## src/shared/ect_pkg.sv

```systemverilog
// Constants, register map and mode encodings for the event, count and capture timer.
// Notes on behaviour
// - Event mode counts down on timer pin A rising edges.
// - Event underflow sets pending A; enable A gates.
// - Event mode pin B rise sets pending B.
// - Event mode never drives pin A.
// - Capture mode counter decrements every instruction cycle.
// - Pin triggers copy counter into aux registers.
// - Mode bits pick capture edges per pin.
// - Capture triggers set pending A and B.
// - Capture underflow sets run bit, shares enable A.
// - Run bit starts and stops PWM, event counting.
// - Enable flags gate interrupts from pending flags.
// - PWM reloads alternately, aux A first.
// - PWM underflows set pending A, B alternately.
package ect_pkg;
    localparam int unsigned ADDR_W = 4;
    localparam int unsigned DATA_W = 16;
    localparam int unsigned CNT_W = 16;

    localparam logic [ADDR_W-1:0] ADDR_CTRL = 4'h0;
    localparam logic [ADDR_W-1:0] ADDR_COUNT = 4'h1;
    localparam logic [ADDR_W-1:0] ADDR_AUX_A = 4'h2;
    localparam logic [ADDR_W-1:0] ADDR_AUX_B = 4'h3;

    localparam int unsigned CTRL_EN_B = 0;
    localparam int unsigned CTRL_PEND_B = 1;
    localparam int unsigned CTRL_EN_A = 2;
    localparam int unsigned CTRL_PEND_A = 3;
    localparam int unsigned CTRL_RUN = 4;
    localparam int unsigned CTRL_MODE_LSB = 5;
    localparam int unsigned CTRL_MODE_W = 3;

    localparam logic [2:0] MODE_PWM_TOGGLE = 3'h5;
    localparam logic [2:0] MODE_PWM_QUIET = 3'h4;
    localparam logic [2:0] MODE_EVENT_0 = 3'h0;
    localparam logic [2:0] MODE_EVENT_1 = 3'h1;
    localparam logic [2:0] MODE_CAP_RISE_RISE = 3'h2;
    localparam logic [2:0] MODE_CAP_RISE_FALL = 3'h6;
    localparam logic [2:0] MODE_CAP_FALL_FALL_0 = 3'h3;
    localparam logic [2:0] MODE_CAP_FALL_FALL_1 = 3'h7;

    localparam logic [CNT_W-1:0] COUNT_RESET = 16'h0000;
    localparam logic [CNT_W-1:0] AUX_RESET = 16'h0000;
    localparam logic [CNT_W-1:0] COUNT_ZERO = 16'h0000;
    localparam logic [DATA_W-1:0] RDATA_IDLE = 16'h0000;

    localparam int unsigned CLK_PERIOD_NS = 50;
    localparam int unsigned TC_PERIOD_NS = 1000;
    localparam int unsigned TC_CYCLES = (TC_PERIOD_NS + CLK_PERIOD_NS - 1) / CLK_PERIOD_NS;

    typedef enum logic [3:0] {
        ECT_OP_PWM = 4'h1,
        ECT_OP_EVENT = 4'h2,
        ECT_OP_CAPTURE = 4'h4,
        ECT_OP_NONE = 4'h8
    } ect_op_t;
endpackage : ect_pkg

```

## src/shared/ect_edge_if.sv

```systemverilog
// Carrier for a synchronised pin level and its one-cycle edge pulses.
`timescale 1ns/1ps
interface ect_edge_if;
    logic level;
    logic rise;
    logic fall;
    modport src (output level, output rise, output fall);
    modport dst (input level, input rise, input fall);
endinterface : ect_edge_if

```

## src/logic/ect_pin_edge.sv

```systemverilog
// Two-stage pin synchroniser with rising and falling edge pulses.
`timescale 1ns/1ps
module ect_pin_edge (
    input wire logic i_mclk,
    input wire logic i_rst_n,
    input wire logic i_pin,
    ect_edge_if.src o_edge
);
    logic meta;
    logic sync;
    logic last;

    // The first stage feeds only the second; edges are taken from later stages.
    always_ff @(posedge i_mclk) begin
        if (!i_rst_n) begin
            meta <= 1'b0;
            sync <= 1'b0;
            last <= 1'b0;
        end else begin
            meta <= i_pin;
            sync <= meta;
            last <= sync;
        end
    end

    assign o_edge.level = sync;
    assign o_edge.rise = sync & ~last;
    assign o_edge.fall = ~sync & last;
endmodule : ect_pin_edge

```

## src/logic/ect_hold_reg.sv

```systemverilog
// Holding register loaded by software or by a hardware capture.
`timescale 1ns/1ps
module ect_hold_reg #(
    parameter int unsigned WIDTH = 16,
    parameter logic [WIDTH-1:0] RESET_VALUE = '0
) (
    input wire logic i_mclk,
    input wire logic i_rst_n,
    input wire logic i_wr,
    input wire logic [WIDTH-1:0] i_wdata,
    input wire logic i_capture,
    input wire logic [WIDTH-1:0] i_capture_value,
    output logic [WIDTH-1:0] o_q
);
    // A capture in the same cycle as a software write wins, so no event is lost.
    always_ff @(posedge i_mclk) begin
        if (!i_rst_n) begin
            o_q <= RESET_VALUE;
        end else if (i_capture) begin
            o_q <= i_capture_value;
        end else if (i_wr) begin
            o_q <= i_wdata;
        end
    end
endmodule : ect_hold_reg

```

## src/logic/ect_timer.sv

```systemverilog
// Sixteen-bit timer with PWM, external event counting and input capture.
//
// Strobed register access and the register addresses were decided locally.
`timescale 1ns/1ps
module ect_timer (
    input wire logic i_mclk,
    input wire logic i_rst_n,
    input wire logic [ect_pkg::ADDR_W-1:0] i_addr,
    input wire logic [ect_pkg::DATA_W-1:0] i_wdata,
    input wire logic i_wr,
    input wire logic i_rd,
    output logic [ect_pkg::DATA_W-1:0] o_rdata,
    input wire logic i_timer_pin_a,
    input wire logic i_timer_pin_b,
    output logic o_timer_pin_a,
    output logic o_timer_pin_a_oe,
    output logic o_irq_a,
    output logic o_irq_b
);
    import ect_pkg::*;

    localparam int unsigned TC_W = $clog2(TC_CYCLES);
    localparam logic [TC_W-1:0] TC_LAST = TC_W'(TC_CYCLES - 1);

    ect_edge_if pin_a ();
    ect_edge_if pin_b ();

    logic [TC_W-1:0] tc_div;
    logic tc_tick;
    logic [CTRL_MODE_W-1:0] mode;
    logic run_or_underflow_bit;
    logic pending_flag_a;
    logic pending_flag_b;
    logic interrupt_enable_a;
    logic interrupt_enable_b;
    logic [CNT_W-1:0] count;
    logic [CNT_W-1:0] next_count;
    logic [CNT_W-1:0] aux_register_a;
    logic [CNT_W-1:0] aux_register_b;
    logic reload_from_b;
    logic pwm_level;
    ect_op_t op;
    logic cap_a_on_fall;
    logic cap_b_on_fall;
    logic count_step;
    logic underflow;
    logic cap_a_trig;
    logic cap_b_trig;
    logic set_pend_a;
    logic set_pend_b;
    logic set_underflow_flag;
    logic wr_ctrl;
    logic wr_count;
    logic wr_aux_a;
    logic wr_aux_b;

    ect_pin_edge u_pin_a (
        .i_mclk(i_mclk),
        .i_rst_n(i_rst_n),
        .i_pin(i_timer_pin_a),
        .o_edge(pin_a)
    );

    ect_pin_edge u_pin_b (
        .i_mclk(i_mclk),
        .i_rst_n(i_rst_n),
        .i_pin(i_timer_pin_b),
        .o_edge(pin_b)
    );

    // Instruction cycle clock as a one-cycle enable.
    always_ff @(posedge i_mclk) begin
        if (!i_rst_n) begin
            tc_div <= '0;
        end else if (tc_div == TC_LAST) begin
            tc_div <= '0;
        end else begin
            tc_div <= tc_div + TC_W'(1);
        end
    end

    assign tc_tick = (tc_div == TC_LAST);

    // Mode decode.
    always_comb begin
        op = ECT_OP_NONE;
        case (mode)
            MODE_PWM_TOGGLE, MODE_PWM_QUIET: op = ECT_OP_PWM;
            MODE_EVENT_0, MODE_EVENT_1: op = ECT_OP_EVENT;
            MODE_CAP_RISE_RISE, MODE_CAP_RISE_FALL,
            MODE_CAP_FALL_FALL_0, MODE_CAP_FALL_FALL_1: op = ECT_OP_CAPTURE;
            default: op = ECT_OP_NONE;
        endcase
    end

    assign cap_a_on_fall = (mode == MODE_CAP_FALL_FALL_0) || (mode == MODE_CAP_FALL_FALL_1);
    assign cap_b_on_fall = cap_a_on_fall || (mode == MODE_CAP_RISE_FALL);

    // Register decode.
    always_comb begin
        wr_ctrl = 1'b0;
        wr_count = 1'b0;
        wr_aux_a = 1'b0;
        wr_aux_b = 1'b0;
        if (i_wr && (i_addr == ADDR_CTRL)) begin
            wr_ctrl = 1'b1;
        end else if (i_wr && (i_addr == ADDR_COUNT)) begin
            wr_count = 1'b1;
        end else if (i_wr && (i_addr == ADDR_AUX_A)) begin
            wr_aux_a = 1'b1;
        end else if (i_wr && (i_addr == ADDR_AUX_B)) begin
            wr_aux_b = 1'b1;
        end
    end

    // Counting sources per mode.
    always_comb begin
        count_step = 1'b0;
        case (op)
            ECT_OP_PWM: count_step = run_or_underflow_bit & tc_tick;
            ECT_OP_EVENT: count_step = run_or_underflow_bit & pin_a.rise;
            ECT_OP_CAPTURE: count_step = tc_tick;
            default: count_step = 1'b0;
        endcase
    end

    assign underflow = count_step && (count == COUNT_ZERO);
    assign cap_a_trig = (op == ECT_OP_CAPTURE) && (cap_a_on_fall ? pin_a.fall : pin_a.rise);
    assign cap_b_trig = (op == ECT_OP_CAPTURE) && (cap_b_on_fall ? pin_b.fall : pin_b.rise);

    // Pending sources per mode.
    always_comb begin
        set_pend_a = 1'b0;
        set_pend_b = 1'b0;
        set_underflow_flag = 1'b0;
        case (op)
            ECT_OP_PWM: begin
                set_pend_a = underflow & ~reload_from_b;
                set_pend_b = underflow & reload_from_b;
            end
            ECT_OP_EVENT: begin
                set_pend_a = underflow;
                set_pend_b = pin_b.rise;
            end
            ECT_OP_CAPTURE: begin
                set_pend_a = cap_a_trig;
                set_pend_b = cap_b_trig;
                set_underflow_flag = underflow;
            end
            default: begin
                set_pend_a = 1'b0;
                set_pend_b = 1'b0;
            end
        endcase
    end

    // Next counter value; a software load takes priority over a step.
    always_comb begin
        next_count = count;
        if (wr_count) begin
            next_count = i_wdata[CNT_W-1:0];
        end else if (underflow && (op == ECT_OP_PWM)) begin
            next_count = reload_from_b ? aux_register_b : aux_register_a;
        end else if (underflow && (op == ECT_OP_EVENT)) begin
            next_count = aux_register_a;
        end else if (count_step) begin
            next_count = count - CNT_W'(1);
        end
    end

    always_ff @(posedge i_mclk) begin
        if (!i_rst_n) begin
            count <= COUNT_RESET;
        end else begin
            count <= next_count;
        end
    end

    // Stopping or leaving PWM rearms the sequence so the first reload is from A.
    always_ff @(posedge i_mclk) begin
        if (!i_rst_n) begin
            reload_from_b <= 1'b0;
        end else if ((op != ECT_OP_PWM) || !run_or_underflow_bit) begin
            reload_from_b <= 1'b0;
        end else if (underflow) begin
            reload_from_b <= ~reload_from_b;
        end
    end

    // Control register; hardware sets win over a software clear in the same cycle.
    always_ff @(posedge i_mclk) begin
        if (!i_rst_n) begin
            mode <= MODE_EVENT_0;
            interrupt_enable_a <= 1'b0;
            interrupt_enable_b <= 1'b0;
        end else if (wr_ctrl) begin
            mode <= i_wdata[CTRL_MODE_LSB +: CTRL_MODE_W];
            interrupt_enable_a <= i_wdata[CTRL_EN_A];
            interrupt_enable_b <= i_wdata[CTRL_EN_B];
        end
    end

    always_ff @(posedge i_mclk) begin
        if (!i_rst_n) begin
            run_or_underflow_bit <= 1'b0;
        end else if (wr_ctrl) begin
            run_or_underflow_bit <= i_wdata[CTRL_RUN] | set_underflow_flag;
        end else if (set_underflow_flag) begin
            run_or_underflow_bit <= 1'b1;
        end
    end

    always_ff @(posedge i_mclk) begin
        if (!i_rst_n) begin
            pending_flag_a <= 1'b0;
            pending_flag_b <= 1'b0;
        end else if (wr_ctrl) begin
            pending_flag_a <= i_wdata[CTRL_PEND_A] | set_pend_a;
            pending_flag_b <= i_wdata[CTRL_PEND_B] | set_pend_b;
        end else begin
            pending_flag_a <= pending_flag_a | set_pend_a;
            pending_flag_b <= pending_flag_b | set_pend_b;
        end
    end

    ect_hold_reg #(
        .WIDTH(CNT_W),
        .RESET_VALUE(AUX_RESET)
    ) u_aux_a (
        .i_mclk(i_mclk),
        .i_rst_n(i_rst_n),
        .i_wr(wr_aux_a),
        .i_wdata(i_wdata[CNT_W-1:0]),
        .i_capture(cap_a_trig),
        .i_capture_value(count),
        .o_q(aux_register_a)
    );

    ect_hold_reg #(
        .WIDTH(CNT_W),
        .RESET_VALUE(AUX_RESET)
    ) u_aux_b (
        .i_mclk(i_mclk),
        .i_rst_n(i_rst_n),
        .i_wr(wr_aux_b),
        .i_wdata(i_wdata[CNT_W-1:0]),
        .i_capture(cap_b_trig),
        .i_capture_value(count),
        .o_q(aux_register_b)
    );

    // Pin A drives only in toggling PWM; in event and capture it is an input.
    always_ff @(posedge i_mclk) begin
        if (!i_rst_n) begin
            pwm_level <= 1'b0;
        end else if ((mode == MODE_PWM_TOGGLE) && underflow) begin
            pwm_level <= ~pwm_level;
        end
    end

    always_ff @(posedge i_mclk) begin
        if (!i_rst_n) begin
            o_timer_pin_a <= 1'b0;
            o_timer_pin_a_oe <= 1'b0;
        end else begin
            o_timer_pin_a <= pwm_level;
            o_timer_pin_a_oe <= (mode == MODE_PWM_TOGGLE);
        end
    end

    // The capture underflow shares request line A with the pin A capture.
    always_ff @(posedge i_mclk) begin
        if (!i_rst_n) begin
            o_irq_a <= 1'b0;
            o_irq_b <= 1'b0;
        end else begin
            o_irq_a <= interrupt_enable_a &
                (pending_flag_a | ((op == ECT_OP_CAPTURE) & run_or_underflow_bit));
            o_irq_b <= interrupt_enable_b & pending_flag_b;
        end
    end

    // Read data stand only in the cycle after the strobe; unmapped reads give zero.
    always_ff @(posedge i_mclk) begin
        if (!i_rst_n) begin
            o_rdata <= RDATA_IDLE;
        end else if (i_rd && (i_addr == ADDR_CTRL)) begin
            o_rdata <= RDATA_IDLE;
            o_rdata[CTRL_MODE_LSB +: CTRL_MODE_W] <= mode;
            o_rdata[CTRL_RUN] <= run_or_underflow_bit;
            o_rdata[CTRL_PEND_A] <= pending_flag_a;
            o_rdata[CTRL_EN_A] <= interrupt_enable_a;
            o_rdata[CTRL_PEND_B] <= pending_flag_b;
            o_rdata[CTRL_EN_B] <= interrupt_enable_b;
        end else if (i_rd && (i_addr == ADDR_COUNT)) begin
            o_rdata <= count;
        end else if (i_rd && (i_addr == ADDR_AUX_A)) begin
            o_rdata <= aux_register_a;
        end else if (i_rd && (i_addr == ADDR_AUX_B)) begin
            o_rdata <= aux_register_b;
        end else begin
            o_rdata <= RDATA_IDLE;
        end
    end
endmodule : ect_timer

```

## config.mk

```make
export PLATFORM = sky130hd
export DESIGN_NAME = ect_timer
export DESIGN_NICKNAME = d
export VERILOG_FILES = /design/src/shared/ect_pkg.sv /design/src/shared/ect_edge_if.sv /design/src/logic/ect_pin_edge.sv /design/src/logic/ect_hold_reg.sv /design/src/logic/ect_timer.sv
export SDC_FILE = /design/constraint.sdc
export NUM_CORES = 1
export LEC_CHECK = 0
export ABC_AREA = 1
export BUFFER_PORTS_ARGS = -buffer_cell sky130_fd_sc_hd__buf_2
export CAP_MARGIN = 25
export CORE_MARGIN = 2
export CORE_UTILIZATION = 65
export CTS_BUF_LIST = sky130_fd_sc_hd__clkbuf_8
export DETAILED_ROUTE_END_ITERATION = 8
export HOLD_SLACK_MARGIN = 0.06
export PLACE_DENSITY = 0.86
export SYNTH_ARGS = -nofsm -noshare
export SYNTH_HDL_FRONTEND = slang
export SYNTH_SLANG_ARGS = --single-unit
```

## constraint.sdc

```tcl
create_clock -name i_mclk -period 3 [get_ports i_mclk]
set_input_delay 0.15 -clock i_mclk [delete_from_list [all_inputs] [get_ports i_mclk]]
set_output_delay 0.15 -clock i_mclk [all_outputs]
set_load 0.01 [all_outputs]
```

; ---- Word level (Yosys, flattened, before mapping)
; Memory sizes are Yosys's and may differ from the RTL's. A register that Yosys moved wholly into a read port is not among the register bits.
; Index checks and enable logic that the tools add are counted.
[classes]
order_cmp = 0
div = 0
bitwise_logic = 24
reduce_logical = 27
addsub = 2
shifts = 0
eq_ne = 12
multipliers = 0
muxes = 35
[op_table]
columns = op, n
row1 = $mux W16, 12
row2 = $mux W1, 17
row3 = $logic_not A16 Y1, 1
row4 = $sub A16 B1 Y16 const B, 1
row5 = $logic_and A1 B1 Y1, 14
row6 = $eq A4 B2 Y1 const B, 3
row7 = $and A1 B1 Y1, 11
row8 = $eq A3 B3 Y1 const B, 3
row9 = $pmux W1 S3, 3
row10 = $eq A4 B1 Y1 const B, 2
row11 = $mux W8, 1
row12 = $not A1 Y1, 7
row13 = $mux W3, 2
row14 = $or A1 B1 Y1, 6
row15 = $reduce_bool A2 Y1, 3
row16 = $reduce_or A2 Y1, 3
row17 = $add A5 B1 Y5 const B, 1
row18 = $eq A5 B5 Y1 const B, 1
row19 = $eq A4 B3 Y1 const B, 1
row20 = $logic_not A4 Y1, 1
row21 = $ne A4 B1 Y1 const B, 1
row22 = $reduce_bool A4 Y1, 1
row23 = $eq A3 B2 Y1 const B, 1
row24 = $logic_or A1 B1 Y1, 3
row25 = $logic_not A1 Y1, 1
[totals]
mem_bits_ro = 24
mem_count = 1
reg_bits = 89
out_inout_bits = 20
latchBits = 0
word_cells = 125
mem_bits_rw = 0
input_bits = 26
[memory_table]
columns = name, depth, width, read_ports, rd_clocked_by_memory_dff, wr, line_no
row1 = (name not given), 8, 3, 1, 1, 0, ect_timer.sv:87  ; case (mode)

; ---- Logic depth before layout (Yosys ltp)
; Gate-level depths: netlist of run 1.
[depth]
word_depth = 9
mapped_depth = 15
mapped_depth_nobuf = 14

; ---- Cells and area by module
; Synthesis of run 1 repeated with hierarchy kept, for this count alone.
[hier_totals]
hier_cells = 838
area_unflattened_um2 = 5385.2
[by_module_without_submodules]
columns = module, area_each_um2, instances, seq_area_each_um2, cells_per_inst
row1 = ect_timer, 3570.9, 1, 1081.0, 568
row2 = ect_hold_reg, 807.0, 2, 320.3, 122
row3 = ect_pin_edge, 100.1, 2, 60.1, 13

; ---- Worst setup path before layout of run 1
; Ideal clock, no wire load.
[synth_path]
kind = flip-flop to flip-flop
start = register count[0]
end = register count[15]
synth_period_minus_slack_ns = 1.732
stages_incl_launch_ff = 13
path_buffers = 1
setup_ns = 0.122
slack_ns = 1.268
arrival_ns = 1.610
t_required_ns = 2.878
cell_sequence = dfxtp_1 inv_1 ha_1 inv_1 nor3_4 nand3b_4 nor2_8 buf_6 nand4_1 nand2_1 inv_1 nand2_1 a21oi_2
[synth_between]
elab_chain_len = 6
word_cells_on_any_way = 10
cone_classes = add/sub (1) / mux (4) / reduce/logical (5)
[synth_lines]
columns = element, line_no
row1 = from (decl), ect_timer.sv:36  ; logic [CNT_W-1:0] count;
row2 = from (signal assigned), ect_timer.sv:175  ; count <= next_count;
row3 = "parallel branches: the longest is 6 deep, another holds $sub A16 B1 Y16", n/a
; Several ways; the timed one is not identified. The select of a mux whose other input is x is not followed.
; A chain may end at the register's enable or synchronous reset.

; ---- Worst setup path after layout of run 1
[layout_path]
start = register count[0]
end = register count[1]
; The elaborated chain is that of the path after synthesis.

==> results.yml, run 1 <==
die:
  rows: 32
  die_h_um: 93.39
  dieArea_um2: 8722
  start_util: 0.6721
  core_um2: 7727
  die_w_um: 93.39
  io_pins: 46
clock_tree:
  cts_sinks: 92
  cts_tree: "yes"
  path_clk_slew_ns: 0.10
  cts_buffer_depth: 2
  worstSkewPairLatency_ns: 0.38
  cts_buffers: 9
  cts_resized: 0
  root_buffer: "clkbuf_8"
  h-tree-depth: 3
route:
  first_iter_violations: 565
  num_vias: 5337
  via_per_inst: 6.079
  wl_mm: 14.79
  route.detailed.drc: 0
  drt_pass1_iterations: 5
  antenna_left: 0
  wl_per_cell_um: 16.84
grt:
  track_usage: 0.3525
  grt_pass1_vias: 5110
  grt_overflow: 0
  grt_antenna_before_repair: 0
  grt_max_degree: 37
  grt_pass1_wl_mm: 24.46
critical_path:
  required_ns: 3.31
  critical_path.top_delay_family: "simple AND/OR/NAND/NOR gates"
  endpoint_kind: "register"
  critPathArrivalTime_ns: 2.55
  cp_max_fo: 25
  crit_type: "register to register"
  crit_path_start_kind: "register"
  crit_chain: "inv_1, ha_1, inv_1, nor3_4, nand3b_4, nor2_8, nand3_4, nand3_1, nand2_1, a21oi_2"
  max_stage_delay_ns: 0.37
  cpMostUsedCell: "inv_1"
  slowest_stage: "dfxtp_1"
  crit_buf_inv: 2
timing:
  tns_ns: 0
  grt_setup_unrepaired: "false"
  fin_worst_skew_ns: 0.008712
  hold_viol_final: 0
  fmax_mhz: 445.1
  relSlewSlack: 0.4868
  min_period_ns: 2.247
  tightest_slew_ns: 0.7689
  setup_viol: 0
  period_share: 0.7489
  final_max_slew_viol_count: 0
cells_and_area:
  drive_above_1_share: 0.1469
  area_delta_synth_final_pct: 8.287
  fin_nets: 799
  fillers: 619
  fin_area_um2: 5624
  diodes: 0
  final_core_util: 0.7278
power_and_ir_drop:
  swShare: 0.3108
  p_per_area_nw_per_um2: 438.9
  combPwrFrac: 0.148
  p_int_mw: 1.701
  power_switching_mw: 0.7671
  p_clk_frac: 0.339
  leakagePower_nw: 2.602
  peakVddDrop_mv: 0.2437
  pwr-share-seq: 0.513
synthesis:
  synth.largest_area_cell: "dfxtp_1"
  syn-num-nets: 769
  syn_inst: 741
  synth_edf_count: 0
  synth_seq_area_share: 0.3546
  yosys.area.top_type_share: 0.3546
  synth-async-reset-ratio: 0
  netlist_area_um2: 5194
  synth.avg_cell_area_um2: 7.009
  post-synth-top-count-cell: "inv_1"
  synthFlopType: "dfxtp_1"
  ys_top_cells_by_area: "dfxtp_1 35%, inv_1 8.8%, o21ai_0 8.5%"
  ys_types: 41
  ys_ff_latch: 92
  synth_warnings: 0
  yosys-top-cells-count: "122 x inv_1, 112 x nand2_1, 92 x dfxtp_1"
hold_path:
  hold_path_class: "input port to register"
placed_design:
  gp_congestion: 0.9549
  dpl_cell_area_um2: 5403
  place_hpwl_mm: 9.777
  io_buffers: 45
job:
  maxCapViolCount: 0
run_status:
  status: "complete, no violations"
-- path summary, 6_finish.rpt --
kind | depth (start not counted) | slack [ns] | endpoint | start
worst max-delay path | 10 | 0.75 | count[1] | count[0]
worst min-delay path | 3 | 0.07 | interrupt_enable_a | i_wdata[2]
worst max register to register | 10 | 0.75 | count[1] | count[0]
worst min register to register | 2 | 0.42 | u_pin_b.o_edge.level | u_pin_b.meta
-- power by group through the flow --
stage	Clock, mW	Combinational (mW)	Sequential (mW)
after floorplan	0	0.277	1.29
after global placement	0	0.339	1.29
after detailed placement	0	0.350	1.29
after CTS	0.832	0.355	1.26
after global routing	0.885	0.401	1.27
final	0.838	0.365	1.27
-- area by class of cell --
type / count / area [µm²] / area share
clock buffers: 10 / 137.6 / 0.02447
flip-flops and latches: 92 / 1842 / 0.3275
well taps: 102 / 127.6 / 0.02269
multi-input cells: 481 / 2653 / 0.4716
repair buffers: 57 / 322.8 / 0.05740
clock inverters: 6 / 53.80 / 0.009566
inverters: 130 / 488.0 / 0.08676
-- flip-flops by register name, indices dropped and copies added (netlist names), 3 cells and up --
name	flops
op	3
tc_div	5
u_aux_b.o_q	16
u_aux_a.o_q	16
count	16
mode	3
o_rdata	16
-- through the flow --
stage / hold WS (ns) / power (mW) / cells / setup slack (ns)
4_1_cts: 0.08149 / 2.452 / 878 / 0.7949
5_1_grt: 0.08978 / 2.554 / 878 / 0.5496
6_report: 0.07462 / 2.468 / 878 / 0.7532
2_1_floorplan: 0.2476 / 1.565 / 741 / 1.268
3_5_place_dp: 0.3387 / 1.643 / 859 / 0.8161
3_3_place_gp: 0.3312 / 1.630 / 859 / 0.9161
-- what timing repair did --
action | in CTS | in global routing
hold buffers | 3 | 0
setup buffers | 0 | 0
endpoints found under the hold margin | 3 | 0
-- tightest hold or removal path: cells and delay by family --
family | cells | cell delay, ns
buf+inv | 2 | 0.15
compound gates | 1 | 0.12
-- metal layers --
layer,vias to the layer above,GRT usage,part of all wire
li1,2526,-,-
met1,2443,0.4649,0.42
met2,316,0.5641,0.46
met3,52,0.06205,0.097
met4,0,0.1581,0.027
met5,-,0,0
-- cells in the final DEF, fill, tap and decap left out, types with 10 or more instances in the layout --
cell / n
inv_1: 122
xor2_1: 13
o21ai_0: 88
clkbuf_8: 10
a211oi_1: 15
nand4_1: 43
dfxtp_1: 92
buf_2: 45
nand3_1: 23
a21oi_1: 59
nand2_1: 112
nor2_1: 47
-- logic make-up after synthesis --
family                   after synthesis  share of synthesized area
XOR/XNOR                              14                    0.02361
AO/OA/AOI/OAI                        198                     0.2163
adder cells (fa/ha/maj)                2                   0.004817
multiplexers                           9                    0.01735
buffers and inverters                168                     0.1347
flip-flops                            92                     0.3546
AND/OR/NAND/NOR                      258                     0.2486
(Power assumes the default switching activity.)
==> run 2: changes to the inputs <==
Settings changed: CORE_UTILIZATION 65 to 62, PLACE_DENSITY 0.86 to 0.83.
Clock period 3 ns to 2.1 ns, I/O delays scaled along.
==> results.yml, run 2 (synthesized netlist as in run 1, its figures left out) <==
critical_path:
  max_stage_delay_ns: 0.35
  cp_max_fo: 9
  r2r_slack_ns: 0.12
  critical_path.top_delay_family: "simple AND/OR/NAND/NOR gates"
  r2r_end: "pwm_level"
  crit_path_start_kind: "register"
  rr_worst_depth: 11
  critPathArrivalTime_ns: 2.24
  r2r-start: "count[1]"
  required_ns: 2.35
  crit_buf_inv: 3
  cpMostUsedCell: "inv_1"
  endpoint_kind: "register"
  crit_type: "register to register"
  slowest_stage: "dfxtp_1"
  crit_chain: "inv_1, ha_2, inv_1, nor3_4, nand3b_4, nor2_8, buf_4, nand2_2, nor2_2, xnor2_1, nor2_1"
cells_and_area:
  fin_nets: 825
  final_core_util: 0.7179
  diodes: 0
  area_delta_synth_final_pct: 13.01
  final_cell_mix: "122 x inv_1, 112 x nand2_1, 92 x dfxtp_1"
  drive_above_1_share: 0.1658
  final_common_cell: "inv_1"
power_and_ir_drop:
  p_int_mw: 2.474
  swShare: 0.3114
  pwr-share-seq: 0.503
  combPwrFrac: 0.174
  leakagePower_nw: 2.725
  p_clk_frac: 0.323
  power_switching_mw: 1.119
  peakVddDrop_mv: 0.3481
  p_per_area_nw_per_um2: 612.2
hold_path:
  hold-path-cell-count: 3
  holdPathEnd: "u_aux_b.o_q[15]"
  hold_path_class: "input port to register"
  min-delay-start: "i_wdata[15]"
timing:
  final_max_slew_viol_count: 0
  setup_viol: 0
  fin_worst_skew_ns: 0.01345
  tightest_slew_ns: 0.5980
  hold_viol_final: 0
  min_period_ns: 1.984
  tns_ns: 0
  fmax_mhz: 504.0
  relSlewSlack: 0.6002
  period_share: 0.9448
placed_design:
  gp_congestion: 0.9758
  io_buffers: 45
  place_hpwl_mm: 10.54
clock_tree:
  cts_sinks: 92
  cts_tree: "yes"
  path_clk_slew_ns: 0.10
  worstSkewPairLatency_ns: 0.37
  cts_buffer_depth: 2
  cts_buffers: 9
  h-tree-depth: 3
  root_buffer: "clkbuf_8"
die:
  die_h_um: 95.53
  die_w_um: 95.53
  rows: 33
  dieArea_um2: 9125
  core_um2: 8175
  io_pins: 46
  start_util: 0.6353
grt:
  grt_max_degree: 39
  grt_pass1_wl_mm: 25.05
  grt_pass1_vias: 5284
  grt_overflow: 0
  grt_antenna_before_repair: 0
  track_usage: 0.3519
route:
  antenna_left: 0
  drt_pass1_iterations: 6
  route.detailed.drc: 0
  wl_per_cell_um: 17.06
  via_per_inst: 6.135
  num_vias: 5564
  wl_mm: 15.48
  first_iter_violations: 731
run_status:
  status: "complete, no violations"
job:
  maxCapViolCount: 0
## run 2: power groups by stage
stage               registers [mW]  logic (mW)  clock network, mW
floorplan                     1.84       0.396                  0
global placement              1.85       0.526                  0
detailed placement            1.85       0.543                  0
CTS                           1.81       0.561               1.16
global route                  1.81       0.679               1.24
finish                        1.81       0.624               1.16
## run 2: area by class of cell
class	instances	area [µm²]
clock inverter	7	58.81
inverter	130	488.0
multi-input combinational	481	2663
fill	674	2306
timing repair buffer	83	563.0
tap	105	131.4
sequential	92	1842
clock buffer	9	123.9
## run 2: metrics by stage
step	instances	cell area, µm²	hold WS (ns)	worst slack, ns	power [mW]
after floorplan	741	5194	0.2026	0.3684	2.235
after global placement	875	5529	0.2864	0.2156	2.372
after detailed placement	875	5529	0.3036	0.09997	2.390
after CTS	902	5822	0.06248	0.07739	3.526
after global routing	907	5869	0.07307	-0.04646	3.732
final	907	5869	0.05986	0.1159	3.593
## run 2: worst max-delay path by stage
stage | start | endpoint | cells past startpoint | slack, ns
2_1_floorplan | count[0] | count[15] | 12 | 0.37
6_report | count[1] | pwm_level | 11 | 0.12
3_3_place_gp | count[0] | count[1] | 12 | 0.22
3_5_place_dp | count[0] | count[0] | 12 | 0.1
5_1_grt | tc_div[0] | count[13] | 14 | -0.05
4_1_cts | count[0] | count[0] | 12 | 0.08
## run 2: what timing repair did
item                                   in CTS  in global routing
gates resized for setup                     0                  3
setup buffers                               0                  5
setup endpoints to repair                   0                 14
endpoints found under the hold margin      12                  0
hold buffers                               11                  0
## run 2: worst register-to-register path: stages (launching register included)
cell and delay, ns:
dfxtp_1 0.35, inv_1 0.12, ha_2 0.23, inv_1 0.08, nor3_4 0.19, nand3b_4 0.15, nor2_8 0.23, buf_4 0.17
nand2_2 0.08, nor2_2 0.12, xnor2_1 0.13, nor2_1 0.05
## run 2: layer usage
layer	vias to the layer above	wire [µm]	GRT usage
met5	-	0	0
met1	2495	5840	0.4535
li1	2578	-	-
met4	0	541	0.1417
met2	431	7100	0.5682
met3	60	1993	0.08142
